--- src/inc/ppmcr_consts.vh ---
// constants for the power management and message interrupt capability registers
`ifndef PPMCR_CONSTS_VH
`define PPMCR_CONSTS_VH

// ------------------------------------------------------------
// register offsets (configuration byte addresses)
// ------------------------------------------------------------
`define PPMCR_OFS_PM_CAP        8'h80
`define PPMCR_OFS_PM_CSR        8'h84
`define PPMCR_OFS_MSG_CAP       8'h8c
`define PPMCR_OFS_MSG_ADDR      8'h90
`define PPMCR_OFS_MSG_DATA      8'h94

// ------------------------------------------------------------
// capability dword at 0x80
// ------------------------------------------------------------
`define PPMCR_PM_CAP_ID         8'h01
`define PPMCR_PM_REV            3'h3
`define PPMCR_PM_CAP_RST        32'hffc38c01
`define PPMCR_PM_CAP_LD_MASK    32'hffe0ff00
`define PPMCR_PM_ID_LSB         0
`define PPMCR_PM_ID_MSB         7
`define PPMCR_PM_REV_LSB        16
`define PPMCR_PM_REV_MSB        18
`define PPMCR_PM_CLK_BIT        19
`define PPMCR_PM_RSVD20_BIT     20

// ------------------------------------------------------------
// control/status dword at 0x84
// ------------------------------------------------------------
`define PPMCR_PS_LSB            0
`define PPMCR_PS_MSB            1
`define PPMCR_NSR_BIT           3
`define PPMCR_NSR_RST           1'h1
`define PPMCR_PME_EN_BIT        8
`define PPMCR_DSEL_LSB          9
`define PPMCR_DSEL_MSB          12
`define PPMCR_PME_STS_BIT       15
`define PPMCR_PM_DATA_RST       8'h00
`define PPMCR_B2B3_BIT          22
`define PPMCR_BPCC_BIT          23
`define PPMCR_PM_DATA_LSB       24
`define PPMCR_PM_DATA_MSB       31
`define PPMCR_PS_D0             2'h0
`define PPMCR_PS_D1             2'h1
`define PPMCR_PS_D2             2'h2
`define PPMCR_PS_D3HOT          2'h3

// ------------------------------------------------------------
// message interrupt capability at 0x8c..0x94
// ------------------------------------------------------------
`define PPMCR_MSG_CAP_ID        8'h05
`define PPMCR_MSG_NXT_RST       8'he0
`define PPMCR_NXT_LSB           8
`define PPMCR_NXT_MSB           15
`define PPMCR_MSG_EN_BIT        16
`define PPMCR_MME_LSB           20
`define PPMCR_MME_MSB           22
`define PPMCR_MMC_LSB           17
`define PPMCR_MMC_MSB           19
`define PPMCR_MSG64_BIT         23
`define PPMCR_MSG_ADDR_RST      30'h00000000
`define PPMCR_MSG_DATA_RST      16'h0000

`endif

--- src/design/ppmcr_regs.v ---
// power management and message interrupt capability register bank
//
// Behaviour
// - power management id byte reads 01h
// - next pointer resets 8Ch, host read-only
// - power management revision reads 011b
// - PME clock, B2/B3, bus control read zero
// - device specific init bit defaults zero
// - auxiliary current field defaults 111b
// - D1 and D2 support default one
// - PME support field defaults 11111b
// - power state field encodes D0..D3hot, resets D0
// - D3 to D0 write gives hot reset
// - skip-reset bit default one, else internal reset
// - PME messages only while PME enable set
// - PME status write-one-clear, function 2 zero
// - message interrupt id byte reads 05h
// - message enable writable, no functional effect
// - message next pointer resets E0h
// - loadable defaults via loader, host cannot write
`timescale 1ns/1ps
`include "ppmcr_consts.vh"

module ppmcr_regs #(
    parameter FUNC_NUM = 0
) (
    input  wire        I_SYS_CLK,
    input  wire        I_ARST_N,
    // configuration access from the link
    input  wire        I_CFG_WR,
    input  wire        I_CFG_RD,
    input  wire [7:0]  I_CFG_ADDR,
    input  wire [3:0]  I_CFG_BE,
    input  wire [31:0] I_CFG_WDATA,
    output wire        O_CFG_HIT,
    output wire [31:0] O_CFG_RDATA,
    output wire        O_CFG_RVALID,
    // default loader (serial management port or eeprom)
    input  wire        I_LOAD_WR,
    input  wire [7:0]  I_LOAD_ADDR,
    input  wire [31:0] I_LOAD_DATA,
    // power management side
    input  wire        I_PME_EVENT,
    output wire [1:0]  O_POWER_STATE,
    output wire        O_PME_ENABLE,
    output wire        O_PME_MSG,
    output wire        O_HOT_RESET,
    output wire        O_INTERNAL_RESET
);

    // ------------------------------------------------------------
    // address decode
    // ------------------------------------------------------------
    wire [7:0] cfg_dw_addr;
    wire       sel_pm_cap;
    wire       sel_pm_csr;
    wire       sel_msg_cap;
    wire       sel_msg_addr;
    wire       sel_msg_data;
    wire [7:0] ld_dw_addr;

    assign cfg_dw_addr  = {I_CFG_ADDR[7:2], 2'b00};
    assign sel_pm_cap   = (cfg_dw_addr == `PPMCR_OFS_PM_CAP);
    assign sel_pm_csr   = (cfg_dw_addr == `PPMCR_OFS_PM_CSR);
    assign sel_msg_cap  = (cfg_dw_addr == `PPMCR_OFS_MSG_CAP);
    assign sel_msg_addr = (cfg_dw_addr == `PPMCR_OFS_MSG_ADDR);
    assign sel_msg_data = (cfg_dw_addr == `PPMCR_OFS_MSG_DATA);
    assign O_CFG_HIT    = sel_pm_cap | sel_pm_csr | sel_msg_cap | sel_msg_addr | sel_msg_data;
    assign ld_dw_addr   = {I_LOAD_ADDR[7:2], 2'b00};

    // ------------------------------------------------------------
    // loadable defaults
    // ------------------------------------------------------------
    wire [31:0] pm_cap_ld;
    wire [0:0]  skip_reset_ld;
    wire [7:0]  msg_next_ld;

    ppmcr_ldreg #(
        .W    (32),
        .RST  (`PPMCR_PM_CAP_RST),
        .MASK (`PPMCR_PM_CAP_LD_MASK)
    ) u_pm_cap_ld (
        .I_SYS_CLK (I_SYS_CLK),
        .I_ARST_N  (I_ARST_N),
        .i_load    (I_LOAD_WR && (ld_dw_addr == `PPMCR_OFS_PM_CAP)),
        .i_data    (I_LOAD_DATA),
        .o_value   (pm_cap_ld)
    );

    ppmcr_ldreg #(
        .W    (1),
        .RST  (`PPMCR_NSR_RST),
        .MASK (1'h1)
    ) u_skip_reset_ld (
        .I_SYS_CLK (I_SYS_CLK),
        .I_ARST_N  (I_ARST_N),
        .i_load    (I_LOAD_WR && (ld_dw_addr == `PPMCR_OFS_PM_CSR)),
        .i_data    (I_LOAD_DATA[`PPMCR_NSR_BIT]),
        .o_value   (skip_reset_ld)
    );

    ppmcr_ldreg #(
        .W    (8),
        .RST  (`PPMCR_MSG_NXT_RST),
        .MASK (8'hff)
    ) u_msg_next_ld (
        .I_SYS_CLK (I_SYS_CLK),
        .I_ARST_N  (I_ARST_N),
        .i_load    (I_LOAD_WR && (ld_dw_addr == `PPMCR_OFS_MSG_CAP)),
        .i_data    (I_LOAD_DATA[`PPMCR_NXT_MSB:`PPMCR_NXT_LSB]),
        .o_value   (msg_next_ld)
    );

    // ------------------------------------------------------------
    // capability word as seen by the host
    // ------------------------------------------------------------
    reg [31:0] pm_cap_view;

    always @* begin
        pm_cap_view = pm_cap_ld;
        pm_cap_view[`PPMCR_PM_ID_MSB:`PPMCR_PM_ID_LSB] = `PPMCR_PM_CAP_ID;
        pm_cap_view[`PPMCR_PM_REV_MSB:`PPMCR_PM_REV_LSB] = `PPMCR_PM_REV;
        pm_cap_view[`PPMCR_PM_CLK_BIT] = 1'b0;
        // reserved bit stays zero
        pm_cap_view[`PPMCR_PM_RSVD20_BIT] = 1'b0;
    end

    // ------------------------------------------------------------
    // control/status registers
    // ------------------------------------------------------------
    reg  [1:0]  power_state_q;
    reg  [1:0]  power_state_d;
    reg         pme_en_q;
    reg         pme_en_d;
    reg  [3:0]  data_sel_q;
    reg  [3:0]  data_sel_d;
    reg         pme_sts_q;
    reg         pme_sts_d;
    reg         hot_rst_q;
    reg         hot_rst_d;
    reg         int_rst_q;
    reg         int_rst_d;
    reg         pme_msg_q;
    reg         pme_msg_d;
    wire        csr_wr;
    wire        d3_to_d0;

    assign csr_wr   = I_CFG_WR && sel_pm_csr;
    assign d3_to_d0 = csr_wr && I_CFG_BE[0] && (power_state_q == `PPMCR_PS_D3HOT)
                      && (I_CFG_WDATA[`PPMCR_PS_MSB:`PPMCR_PS_LSB] == `PPMCR_PS_D0);

    always @* begin
        power_state_d = power_state_q;
        pme_en_d      = pme_en_q;
        data_sel_d    = data_sel_q;
        pme_sts_d     = pme_sts_q;
        if (csr_wr && I_CFG_BE[0]) begin
            power_state_d = I_CFG_WDATA[`PPMCR_PS_MSB:`PPMCR_PS_LSB];
        end
        if (csr_wr && I_CFG_BE[1]) begin
            pme_en_d   = I_CFG_WDATA[`PPMCR_PME_EN_BIT];
            data_sel_d = I_CFG_WDATA[`PPMCR_DSEL_MSB:`PPMCR_DSEL_LSB];
            if (I_CFG_WDATA[`PPMCR_PME_STS_BIT]) begin
                pme_sts_d = 1'b0;
            end
        end
        if (I_PME_EVENT) begin
            pme_sts_d = 1'b1;
        end
        if (FUNC_NUM == 2) begin
            pme_sts_d = 1'b0;
        end
    end

    always @* begin
        hot_rst_d = d3_to_d0;
        int_rst_d = d3_to_d0 && !skip_reset_ld[0];
        pme_msg_d = I_PME_EVENT && pme_en_q;
    end

    always @(posedge I_SYS_CLK or negedge I_ARST_N) begin
        if (!I_ARST_N) begin
            power_state_q <= `PPMCR_PS_D0;
            pme_en_q      <= 1'b0;
            data_sel_q    <= 4'h0;
            pme_sts_q     <= 1'b0;
            hot_rst_q     <= 1'b0;
            int_rst_q     <= 1'b0;
            pme_msg_q     <= 1'b0;
        end else begin
            power_state_q <= power_state_d;
            pme_en_q      <= pme_en_d;
            data_sel_q    <= data_sel_d;
            pme_sts_q     <= pme_sts_d;
            hot_rst_q     <= hot_rst_d;
            int_rst_q     <= int_rst_d;
            pme_msg_q     <= pme_msg_d;
        end
    end

    assign O_POWER_STATE    = power_state_q;
    assign O_PME_ENABLE     = pme_en_q;
    assign O_PME_MSG        = pme_msg_q;
    assign O_HOT_RESET      = hot_rst_q;
    assign O_INTERNAL_RESET = int_rst_q;

    // ------------------------------------------------------------
    // message interrupt registers (storage only)
    // ------------------------------------------------------------
    reg         msg_en_q;
    reg         msg_en_d;
    reg  [2:0]  mme_q;
    reg  [2:0]  mme_d;
    reg  [29:0] msg_addr_q;
    reg  [29:0] msg_addr_d;
    reg  [15:0] msg_data_q;
    reg  [15:0] msg_data_d;
    wire        msg_cap_wr;
    wire        msg_addr_wr;
    wire        msg_data_wr;
    wire [31:0] addr_full;

    assign msg_cap_wr  = I_CFG_WR && sel_msg_cap;
    assign msg_addr_wr = I_CFG_WR && sel_msg_addr;
    assign msg_data_wr = I_CFG_WR && sel_msg_data;
    assign addr_full   = {msg_addr_q, 2'b00};

    always @* begin
        msg_en_d   = msg_en_q;
        mme_d      = mme_q;
        msg_addr_d = msg_addr_q;
        msg_data_d = msg_data_q;
        if (msg_cap_wr && I_CFG_BE[2]) begin
            msg_en_d = I_CFG_WDATA[`PPMCR_MSG_EN_BIT];
            mme_d    = I_CFG_WDATA[`PPMCR_MME_MSB:`PPMCR_MME_LSB];
        end
        if (msg_addr_wr) begin
            msg_addr_d = {
                I_CFG_BE[3] ? I_CFG_WDATA[31:24] : addr_full[31:24],
                I_CFG_BE[2] ? I_CFG_WDATA[23:16] : addr_full[23:16],
                I_CFG_BE[1] ? I_CFG_WDATA[15:8]  : addr_full[15:8],
                I_CFG_BE[0] ? I_CFG_WDATA[7:2]   : addr_full[7:2]
            };
        end
        if (msg_data_wr) begin
            msg_data_d = {
                I_CFG_BE[1] ? I_CFG_WDATA[15:8] : msg_data_q[15:8],
                I_CFG_BE[0] ? I_CFG_WDATA[7:0]  : msg_data_q[7:0]
            };
        end
    end

    always @(posedge I_SYS_CLK or negedge I_ARST_N) begin
        if (!I_ARST_N) begin
            msg_en_q   <= 1'b0;
            mme_q      <= 3'h0;
            msg_addr_q <= `PPMCR_MSG_ADDR_RST;
            msg_data_q <= `PPMCR_MSG_DATA_RST;
        end else begin
            msg_en_q   <= msg_en_d;
            mme_q      <= mme_d;
            msg_addr_q <= msg_addr_d;
            msg_data_q <= msg_data_d;
        end
    end

    // ------------------------------------------------------------
    // read path
    // ------------------------------------------------------------
    reg  [31:0] rd_mux;
    reg  [31:0] rdata_q;
    reg         rvalid_q;

    always @* begin
        // unmapped reads return zero
        rd_mux = 32'h00000000;
        if (sel_pm_cap) begin
            rd_mux = pm_cap_view;
        end else if (sel_pm_csr) begin
            rd_mux[`PPMCR_PS_MSB:`PPMCR_PS_LSB]     = power_state_q;
            rd_mux[`PPMCR_NSR_BIT]                  = skip_reset_ld[0];
            rd_mux[`PPMCR_PME_EN_BIT]               = pme_en_q;
            rd_mux[`PPMCR_DSEL_MSB:`PPMCR_DSEL_LSB] = data_sel_q;
            rd_mux[`PPMCR_PME_STS_BIT]              = pme_sts_q;
            rd_mux[`PPMCR_B2B3_BIT]                 = 1'b0;
            rd_mux[`PPMCR_BPCC_BIT]                 = 1'b0;
            // no data sources behind the select
            rd_mux[`PPMCR_PM_DATA_MSB:`PPMCR_PM_DATA_LSB] = `PPMCR_PM_DATA_RST;
        end else if (sel_msg_cap) begin
            rd_mux[`PPMCR_PM_ID_MSB:`PPMCR_PM_ID_LSB] = `PPMCR_MSG_CAP_ID;
            rd_mux[`PPMCR_NXT_MSB:`PPMCR_NXT_LSB]     = msg_next_ld;
            rd_mux[`PPMCR_MSG_EN_BIT]                 = msg_en_q;
            rd_mux[`PPMCR_MMC_MSB:`PPMCR_MMC_LSB]     = 3'h0;
            rd_mux[`PPMCR_MSG64_BIT]                  = 1'b0;
            rd_mux[`PPMCR_MME_MSB:`PPMCR_MME_LSB]     = mme_q;
        end else if (sel_msg_addr) begin
            rd_mux = addr_full;
        end else if (sel_msg_data) begin
            rd_mux[15:0] = msg_data_q;
        end
    end

    always @(posedge I_SYS_CLK or negedge I_ARST_N) begin
        if (!I_ARST_N) begin
            rdata_q  <= 32'h00000000;
            rvalid_q <= 1'b0;
        end else begin
            rvalid_q <= I_CFG_RD;
            if (I_CFG_RD) begin
                rdata_q <= rd_mux;
            end
        end
    end

    assign O_CFG_RDATA  = rdata_q;
    assign O_CFG_RVALID = rvalid_q;

endmodule

--- src/design/ppmcr_ldreg.v ---
// loadable read-only default register with per-bit load mask
`timescale 1ns/1ps

module ppmcr_ldreg #(
    parameter           W    = 8,
    parameter [W-1:0]   RST  = {W{1'b0}},
    parameter [W-1:0]   MASK = {W{1'b1}}
) (
    input  wire         I_SYS_CLK,
    input  wire         I_ARST_N,
    input  wire         i_load,
    input  wire [W-1:0] i_data,
    output wire [W-1:0] o_value
);

    reg  [W-1:0] value_q;
    wire [W-1:0] value_d;

    // only masked bits take the loader's value
    assign value_d = i_load ? ((i_data & MASK) | (value_q & ~MASK)) : value_q;

    always @(posedge I_SYS_CLK or negedge I_ARST_N) begin
        if (!I_ARST_N) begin
            value_q <= RST;
        end else begin
            value_q <= value_d;
        end
    end

    assign o_value = value_q;

endmodule

--- config.mk ---
export PLATFORM = sky130hd
export DESIGN_NAME = ppmcr_regs
export DESIGN_NICKNAME = d
export VERILOG_FILES = /design/src/design/ppmcr_regs.v /design/src/design/ppmcr_ldreg.v
export VERILOG_INCLUDE_DIRS = /design/src /design/src/inc
export SDC_FILE = /design/constraint.sdc
export NUM_CORES = 1
export LEC_CHECK = 0
export ABC_AREA = 1
export ABC_CLOCK_PERIOD_IN_PS = 1000
export BUFFER_PORTS_ARGS = -buffer_cell sky130_fd_sc_hd__buf_2
export CORE_UTILIZATION = 34
export DETAILED_ROUTE_END_ITERATION = 12
export PLACE_DENSITY = 0.56
export SYNTH_ARGS = -nofsm -noshare
export SYNTH_HDL_FRONTEND = slang
export SYNTH_HIERARCHICAL = 1
export SYNTH_SLANG_ARGS = --single-unit
--- constraint.sdc ---
create_clock -name I_SYS_CLK -period 1 [get_ports I_SYS_CLK]
set_input_delay 0 -clock I_SYS_CLK [delete_from_list [all_inputs] [get_ports I_SYS_CLK]]
set_output_delay 0 -clock I_SYS_CLK [all_outputs]
set_load 0.005 [all_outputs]
==> flow_summary.json, run 1 <==
{
  "outcome": "finished with violations",
  "violations": "hold timing",
  "p_leak_nw": 4.17,
  "utilization_pct": 49.7,
  "cts.htree.levels": 4,
  "chipWidth_um": 130,
  "path_class": "flip-flop to output port",
  "place_area_um2": 6760,
  "worst_slack_ps": 27.1,
  "mappedNetlistArea_um2": 5590,
  "die_height_um": 130,
  "firstDrtPassIters": 5,
  "timing.fmax_mhz": 1030,
  "grt_overflow_total": 0,
  "yosysWarnings": 6,
  "finalPower_w": 0.0127,
  "io_buffers": 113,
  "period_share_pct": 97.3,
  "wire_per_inst_um": 13.6,
  "grt_start_max_net_pins": 49,
  "dp_hpwl_um": 11000,
  "diodes": 0,
  "cp.arrival_ps": 970,
  "critPathTopFamily": "flip-flops",
  "maxCapViolCount": 0,
  "nFillCells": 1587,
  "gp_congestion": 0.764,
  "grt_pass1_vias": 4865,
  "cp-endpoint": "O_PME_ENABLE",
  "drc": 0,
  "num_rows": 46,
  "crit_cells": 1,
  "final_common_cell": "nand2_1",
  "track_usage_pct": 19.5,
  "cts-root-buf": "clkbuf_16",
  "max_stage_delay_ps": 410,
  "initialDrtViolationCount": 257,
  "pre_cts_slack_ps": -232,
  "cp_slowest_cell": "dfrtp_1",
  "avgSynthCellArea_um2": 8.36,
  "syn_to_final_growth_pct": 41.8,
  "cp_data_required_time_ps": 1000,
  "relSlewSlack_pct": 77.0,
  "hold_viol": 9,
  "cts.sinks": 122,
  "die_area_um2": 16900,
  "cts_tree": "built",
  "rr_startpoint": "u_skip_reset_ld/o_value$_DFFE_PN1P_",
  "max_slew.worst_pin.slew_ps": 344,
  "num-nets-final": 977,
  "drt-total-wl_um": 15200,
  "post_cts.repair.setup_buffers": 0,
  "fin_area_um2": 7920,
  "postCtsHoldBufs": 60,
  "cts_buffers": 17,
  "layout_common_cells": "nand2_1 (260), buf_2 (111), dfrtp_1 (105)",
  "finalMaxSlewViolations": 0,
  "cp-startpoint": "O_PME_ENABLE$_DFFE_PN0P_",
  "final-setup-viol-count": 0,
  "route.vias.total": 5048,
  "viasPerCell": 4.53,
  "path_buf_inv": 1,
  "hold_slack_ps": -18.5,
  "cts_buffer_depth": 2,
  "fin_crit_ps": 973,
  "grt_pass1_wl_um": 24700,
  "cp_max_fo": 4,
  "postRouteAntennaNets": 0,
  "synth_nets": 758,
  "ios": 130,
  "cp-start-kind": "flip-flop",
  "worstRegToRegCells": 3,
  "rsz0062_at_grt": "yes",
  "synth_cells": 668,
  "worstPathCellList": "buf_2",
  "hold_path_class": "input pin to asynchronous set/reset pin",
  "clock_skew_ps": 6.77,
  "antenna_found_initial": 0,
  "rr_endpoint": "O_CFG_RDATA[3]$_DFFE_PN0P_",
  "initial_core_util_pct": 35.0,
  "rrSetupSlack_ps": 70,
  "p_per_area_nw_per_um2": 1600,
  "clk_latency_ps": 420,
  "drive_above_1_share_pct": 27.4,
  "clkSlewWorstSetupHoldPaths_ps": 50,
  "ir_drop_mv": 1.32,
  "core-area_um2": 15900,
  "crit_path_end_kind": "output port"
}
worst min-delay path by stage:
stage                  start                          to  slack (ps)  cells past startpoint
floorplan           I_ARST_N  O_CFG_RDATA[0]$_DFFE_PN0P_        -300                      0
global placement    I_ARST_N   msg_data_q[6]$_DFFE_PN0P_        -130                      1
detailed placement  I_ARST_N   msg_data_q[5]$_DFFE_PN0P_        -130                      1
CTS                 I_ARST_N   msg_data_q[6]$_DFFE_PN0P_         -30                      2
global route        I_ARST_N   msg_data_q[6]$_DFFE_PN0P_         -10                      2
finish              I_ARST_N   msg_addr_q[2]$_DFFE_PN0P_         -20                      2
per-stage QoR:
stage	instances	TNS (ps)
final	1115	0
after CTS	1115	0
after floorplan	668	0
after global placement	1024	-10540
after detailed placement	1024	-12150
after global routing	1115	-15.8
per-layer routing:
layer / wire [µm] / track usage [%]
met1: 7340 / 26.1
met2: 7130 / 31.1
met3: 524 / 3.98
met4: 192 / 6.98
met5: 0 / 0
final cells by class:
type / count / area, µm² / area share (%)
flip-flops and latches: 122 / 3070 / 38.8
multi-input cells: 468 / 2170 / 27.4
repair buffers: 226 / 1660 / 21.0
clock buffers: 27 / 493 / 6.22
well taps: 216 / 270 / 3.41
inverters: 52 / 205 / 2.59
clock inverters: 4 / 45.0 / 0.569
sequential cells by signal, summed over array words and instances (netlist names):
register                 flops
mme_q                        3
pme_sts_q                    1
u_pm_cap_ld/o_value         19
O_PME_MSG                    1
u_msg_next_ld/o_value        8
O_CFG_RVALID                 1
O_HOT_RESET                  1
msg_en_q                     1
msg_addr_q                  30
O_INTERNAL_RESET             1
msg_data_q                  16
u_skip_reset_ld/o_value      1
data_sel_q                   4
O_PME_ENABLE                 1
O_CFG_RDATA                 32
O_POWER_STATE                2
what timing repair did:
action                                  in CTS  in global routing
hold endpoints to repair                   212                  9
resized for setup                            1                  5
endpoints found under the setup margin       1                  5
pin swaps                                    0                  1
power breakdown:
part	leakage (nW)	internal [W]	switching [W]	total, W
clock	0.265	0.00358	0.00209	0.00567
sequential	1.53	0.00543	0.000230	0.00566
combinational	2.37	0.000641	0.000728	0.00137
total	4.17	0.00965	0.00304	0.0127
Note: power is estimated with default switching activity, not from simulation.
==> inputs of run 2 (changes only) <==
--- a/config.mk
+++ b/config.mk
@@ -11,6 +11,7 @@
 export BUFFER_PORTS_ARGS = -buffer_cell sky130_fd_sc_hd__buf_2
 export CORE_UTILIZATION = 34
 export DETAILED_ROUTE_END_ITERATION = 12
+export GPL_TIMING_DRIVEN = 0
 export PLACE_DENSITY = 0.56
 export SYNTH_ARGS = -nofsm -noshare
 export SYNTH_HDL_FRONTEND = slang
==> run 2 against run 1 <==
The flow still finishes with violations (hold timing). Clock skew decreased by 2.7 ps. Global-route usage rose by 0.58 points. Fmax is 0.55% higher. Cell area decreased by 1.1%. Cell count down 1.2%. Combinational power down 4%. Routed wire length rose by 4.0%. Highest routed layer unchanged. Setup slack gained 5.3 ps. Critical path depth increased by 3. Sequential power hardly changed. Clock-buffer cell count decreased by 4. Power increased by 1.9%. Critical path type is now flip-flop to flip-flop. Largest cell class unchanged.
==> flow_summary.json, run 2 (synthesis gave the netlist of run 1 again) <==
{
  "p_leak_nw": 4.11,
  "cts_buffers": 17,
  "drive_above_1_share_pct": 26.3,
  "combPwrFrac_pct": 10.2,
  "initial_core_util_pct": 35.0,
  "grt_pass1_wl_um": 25300,
  "fin_area_um2": 7840,
  "multiInputGateArea_um2": 2190,
  "crit_path_end_kind": "flip-flop",
  "die_height_um": 130,
  "cts-root-buf": "clkbuf_16",
  "layout_common_cells": "nand2_1 (260), buf_2 (115), dfrtp_1 (105)",
  "drc": 0,
  "p_int_w": 0.00985,
  "core-area_um2": 15900,
  "worstRegToRegCells": 4,
  "largest_reg_flops": 32,
  "max_stage_delay_ps": 540,
  "final_common_cell": "nand2_1",
  "maxCapViolCount": 0,
  "max_slew.worst_pin.slew_ps": 609,
  "grt_overflow_total": 0,
  "switchingPower_w": 0.00308,
  "worstPathCellList": "nand4_1, nand3_2, nand2_1, nand3_1",
  "cts.sinks": 122,
  "initialDrtViolationCount": 315,
  "drt-total-wl_um": 15800,
  "p_per_area_nw_per_um2": 1650,
  "clkSlewWorstSetupHoldPaths_ps": 50,
  "io_buffers": 111,
  "track_usage_pct": 20.0,
  "outcome": "finished with violations",
  "clock_skew_ps": 4.06,
  "postRouteAntennaNets": 0,
  "cts_buffer_depth": 2,
  "cts.htree.levels": 4,
  "num_rows": 46,
  "pwr-share-seq_pct": 43.7,
  "firstDrtPassIters": 4,
  "hold_viol": 5,
  "viasPerCell": 4.57,
  "place_area_um2": 6470,
  "rrSetupSlack_ps": 30,
  "hold_slack_ps": -18.4,
  "rr_endpoint": "O_CFG_RDATA[15]$_DFFE_PN0P_",
  "register_area_um2": 3070,
  "cp_data_required_time_ps": 1350,
  "pwr-share-clk_pct": 46.0,
  "finalMaxSlewViolations": 0,
  "fin_crit_ps": 968,
  "final-setup-viol-count": 0,
  "grt_pass1_vias": 4985,
  "ios": 130,
  "cp_slowest_cell": "dfstp_2",
  "hold_path_class": "input pin to flip-flop",
  "syn_to_final_growth_pct": 40.3,
  "period_share_pct": 96.8,
  "antenna_found_initial": 0,
  "die_area_um2": 16900,
  "ir_drop_mv": 1.24,
  "diodes": 0,
  "worstHoldEndpoint": "mme_q[1]$_DFFE_PN0P_",
  "nFillCells": 1574,
  "chipWidth_um": 130,
  "num-nets-final": 963,
  "hold_path.startpoint": "I_CFG_WR",
  "timing.fmax_mhz": 1030,
  "swShare_pct": 23.9,
  "cts_tree": "built",
  "cp_max_fo": 2,
  "rsz0062_at_grt": "yes",
  "grt_start_max_net_pins": 74,
  "cp-start-kind": "flip-flop",
  "wire_per_inst_um": 14.3,
  "gp_congestion": 0.769,
  "path_class": "flip-flop to flip-flop",
  "relSlewSlack_pct": 59.4,
  "finalPower_w": 0.0129,
  "route.vias.total": 5041,
  "min_path_cells": 3,
  "violations": "hold timing",
  "cp.arrival_ps": 1320,
  "clk_latency_ps": 420,
  "dp_hpwl_um": 11200,
  "rr_startpoint": "u_msg_next_ld/o_value[7]$_DFFE_PN1P_"
}
run 2: cell count changes in the layout (fill, tap and decap cells not counted), sizes merged, moves of 2 or more:
cell and change:
buf -24, clkbuf +3, clkinv +4, dlygate4sd3 +2
run 2: power by group through the flow:
stage / logic, W / clock network, W / registers (W)
2_1_floorplan: 0.000576 / 0 / 0.00567
3_3_place_gp: 0.00107 / 0 / 0.00573
3_5_place_dp: 0.00110 / 0 / 0.00574
4_1_cts: 0.00130 / 0.00607 / 0.00566
5_1_grt: 0.00151 / 0.00625 / 0.00571
6_report: 0.00132 / 0.00595 / 0.00566
run 2: timing repair:
action                                 4_1_cts  5_1_grt
gates resized for setup                      5       14
setup buffers                                1       10
pin swaps                                    2       13
hold buffers                                63        0
setup endpoints to repair                   32       63
endpoints found under the hold margin      194        0
run 2: area by class of cell:
type,instances,area share (%)
sequential,122,39.2
timing repair buffer,186,17.0
buffer,26,2.41
clock buffer,23,6.10
multi-input combinational,468,27.9
tap,216,3.45
inverter,52,2.68
clock inverter,9,1.21
run 2: worst max-delay path, delay by kind of cell, from the launching register on:
| family | cells | cell delay [ps] |
|---|---|---|
| DFF | 1 | 540 |
| and+or+nand+nor | 4 | 360 |
run 2: how the worst max path moves through the flow:
stage | from | end | slack (ps)
2_1_floorplan | I_CFG_ADDR[4] | O_CFG_RDATA[3]$_DFFE_PN0P_ | 0.05
5_1_grt | u_msg_next_ld/o_value[7]$_DFFE_PN1P_ | O_CFG_RDATA[15]$_DFFE_PN0P_ | -30
3_5_place_dp | I_CFG_ADDR[4] | O_CFG_RDATA[3]$_DFFE_PN0P_ | -640
3_3_place_gp | I_ARST_N | u_msg_next_ld/o_value[3]$_DFFE_PN0P_ | -1720
6_report | u_msg_next_ld/o_value[7]$_DFFE_PN1P_ | O_CFG_RDATA[15]$_DFFE_PN0P_ | 30
4_1_cts | O_PME_ENABLE$_DFFE_PN0P_ | O_PME_ENABLE | 5
run 2: routing by layer:
metal  GRT usage [%]  share of wire, %  vias to the layer above
met1            26.4                47                     2353
met4            8.69               2.0                        0
met3            4.14               3.3                       25
li1                -                 -                     2557
met2            31.9                47                      106
met5               0                 0                        -
run 2: metrics by stage:
step | setup TNS (ps) | cells | setup slack, ps | utilization (%) | hold WS, ps
2_1_floorplan | 0 | 668 | 0.0462 | - | -296
3_3_place_gp | -236870 | 995 | -1720 | 40.4 | 148
3_5_place_dp | -40850 | 996 | -636 | 40.6 | -20.1
4_1_cts | 0 | 1092 | 5.17 | 48.3 | -7.82
5_1_grt | -152 | 1102 | -33.7 | 49.2 | 10.1
6_report | 0 | 1102 | 32.5 | 49.2 | -18.4
==> inputs of run 3 (changes only) <==
--- a/config.mk
+++ b/config.mk
@@ -15,5 +15,5 @@
 export PLACE_DENSITY = 0.56
 export SYNTH_ARGS = -nofsm -noshare
 export SYNTH_HDL_FRONTEND = slang
-export SYNTH_HIERARCHICAL = 1
 export SYNTH_SLANG_ARGS = --single-unit
+export TNS_END_PERCENT = 5
==> run 3 against run 2 <==
The run now ends clean. Worst hold slack improved by 41 ps. Sequential power fell by 0.9%. Register-to-register slack about the same. Fmax fell by 0.92%. Global-route usage decreased by 0.38 points. Largest cell class unchanged.
==> flow_summary.json, run 3 <==
{
  "outcome": "finished, final reports clean",
  "yosysWarnings": 0,
  "synth_cells": 659,
  "timing.fmax_mhz": 1020,
  "period_share_pct": 97.7,
  "max_stage_delay_ps": 520,
  "worstRegToRegCells": 3,
  "firstDrtPassIters": 4,
  "final_common_cell": "nand2_1",
  "clock_skew_ps": 7.35,
  "rsz0062_at_grt": "yes",
  "finalMaxSlewViolations": 0,
  "final-setup-viol-count": 0,
  "dp_cells": 988,
  "cts.htree.levels": 4,
  "dp_hpwl_um": 11000,
  "avgSynthCellArea_um2": 8.33,
  "rr_endpoint": "O_CFG_RDATA[3]$_DFFE_PN0P_",
  "cp.arrival_ps": 1290,
  "cts_buffers": 17,
  "utilization_pct": 48.3,
  "rr_startpoint": "u_skip_reset_ld.o_value$_DFFE_PN1P_",
  "cts_tree": "built",
  "fin_crit_ps": 977,
  "hold_path_class": "input pin to asynchronous set/reset pin",
  "cts_buffer_depth": 2,
  "p_leak_nw": 3.95,
  "rrSetupSlack_ps": 30,
  "clk_latency_ps": 410,
  "worstPathCellList": "dlygate4sd3_1, buf_2, nand3_2, buf_4, o21ai_0",
  "synth_top_area_share_pct": 47.9,
  "syn_to_final_growth_pct": 39.2,
  "track_usage_pct": 19.7,
  "core-area_um2": 15800,
  "postRouteAntennaNets": 0,
  "num-nets-final": 946,
  "grt_pass1_wl_um": 24400,
  "die_area_um2": 16700,
  "cp-start-kind": "input pin",
  "cp_data_required_time_ps": 1310,
  "drt-total-wl_um": 15300,
  "initialDrtViolationCount": 298,
  "synth_common_cells": "nand2_1 (208), dfrtp_1 (105), inv_1 (71), o21ai_0 (71)",
  "path_class": "input pin to flip-flop",
  "max_slew.worst_pin.slew_ps": 662,
  "layout.cells.non_filler": 1085,
  "synth.distinct_cells": 24,
  "viasPerCell": 4.47,
  "die_height_um": 129,
  "grt_pass1_vias": 4821,
  "gp_congestion": 0.807,
  "io_buffers": 112,
  "grt_overflow_total": 0,
  "diodes": 0,
  "num_rows": 46,
  "ys.flop_type": "dfrtp_1",
  "crit_path_end_kind": "flip-flop",
  "relSlewSlack_pct": 55.9,
  "hold_viol": 0,
  "synthTopCellsByArea": "dfrtp_1 (48%), nand2_1 (14%), dfstp_2 (8.1%)",
  "route.vias.total": 4851,
  "synth_edf_count": 0,
  "drc": 0,
  "async_reset_ff_share_pct": 100,
  "chipWidth_um": 129,
  "initial_core_util_pct": 34.7,
  "ios": 130,
  "wire_per_inst_um": 14.1,
  "synth_seq_area_share_pct": 56.0,
  "yosysMostFrequentCell": "nand2_1",
  "mappedNetlistArea_um2": 5490,
  "tns_ps": 0,
  "clkSlewWorstSetupHoldPaths_ps": 50,
  "cts.sinks": 122,
  "antenna_found_initial": 0,
  "maxCapViolCount": 0,
  "synth_nets": 749,
  "grt_start_max_net_pins": 97,
  "largest_reg_flops": 32,
  "cp_max_fo": 10,
  "synth_top_cell_by_area": "dfrtp_1",
  "nFillCells": 1586,
  "layout_common_cells": "nand2_1 (206), buf_2 (117), dfrtp_1 (105)",
  "ir_drop_mv": 1.12,
  "finalPower_w": 0.0131,
  "ys_ff_latch": 122,
  "cp_slowest_cell": "dlygate4sd3_1",
  "cts-root-buf": "clkbuf_16",
  "p_per_area_nw_per_um2": 1710,
  "drive_above_1_share_pct": 24.6
}
[run 3: cell count changes in the layout (fill, tap and decap cells not counted), moves of 17 or more]
cell	before	now
nand2_1	260	206
o21ai_0	28	71
inv_1	41	70
nor2_1	29	46
o21ai_1	18	1
[run 3: what timing repair did]
item | in CTS | in global routing
pin swaps | 0 | 1
endpoints found under the hold margin | 197 | 0
setup endpoints to repair | 3 | 51
hold buffers | 62 | 0
resized for setup | 3 | 10
setup buffers | 2 | 2
[run 3: cells by family (layout without fill, tap and decap cells)]
family	count (synthesis)	after routing	share of synthesized area, %
AOI/OAI and AO/OA	106	106	10.1
and+or+nand+nor	329	329	25.6
DFF	122	122	56.0
buffers and inverters	102	312	8.30
[run 3: power by group]
group | leakage, nW | internal [W] | switching, W
clock network | 0.297 | 0.00417 | 0.00213
logic | 2.06 | 0.000543 | 0.000633
registers | 1.59 | 0.00539 | 0.000218
[run 3: how the worst max path moves through the flow]
| stage | start | endpoint | slack (ps) | cells past startpoint |
|---|---|---|---|---|
| after global routing | I_CFG_ADDR[3] | msg_data_q[1]$_DFFE_PN0P_ | -40 | 9 |
| after CTS | u_skip_reset_ld.o_value$_DFFE_PN1P_ | O_CFG_RDATA[3]$_DFFE_PN0P_ | 1 | 3 |
| after global placement | I_ARST_N | msg_addr_q[28]$_DFFE_PN0P_ | -1770 | 1 |
| after detailed placement | I_LOAD_ADDR[6] | u_pm_cap_ld.o_value[13]$_DFFE_PN0P_ | -460 | 8 |
| final | I_CFG_BE[1] | msg_data_q[12]$_DFFE_PN0P_ | 20 | 5 |
| after floorplan | I_CFG_ADDR[2] | msg_addr_q[2]$_DFFE_PN0P_ | 8 | 10 |
[run 3: layer usage]
layer  vias to the layer above  routed length (µm)  share of wire (%)  global-route usage (%)
met5                         -                   0                  0                       0
met4                         0                 191                1.2                    6.44
met2                        89                7610                 50                    33.0
li1                       2475                   -                  -                       -
met3                        16                 630                4.1                    4.87
met1                      2271                6870                 45                    25.0
[run 3: area by class of cell]
class,count,area (µm²),area share [%]
timing repair buffer,179,1240,16.3
buffer,27,175,2.29
sequential,122,3070,40.2
inverter,74,278,3.63
clock inverter,7,113,1.47
tap,216,270,3.54
clock buffer,25,495,6.48
multi-input combinational,435,1990,26.1
[run 3: worst max-delay path: cells and delay by family]
kind	cells	cell delay, ps
buffers and inverters	3	920
AOI/OAI and AO/OA	1	190
and+or+nand+nor	1	180
[run 3: stage by stage]
stage          worst slack [ps]  instance area [µm²]  hold WS (ps)
2_1_floorplan              8.15                 5500          -296
3_3_place_gp              -1770                 6330           146
3_5_place_dp               -459                 6360          -113
4_1_cts                    1.44                 7600          20.7
5_1_grt                   -43.7                 7640          35.5
6_report                   23.5                 7640          22.2
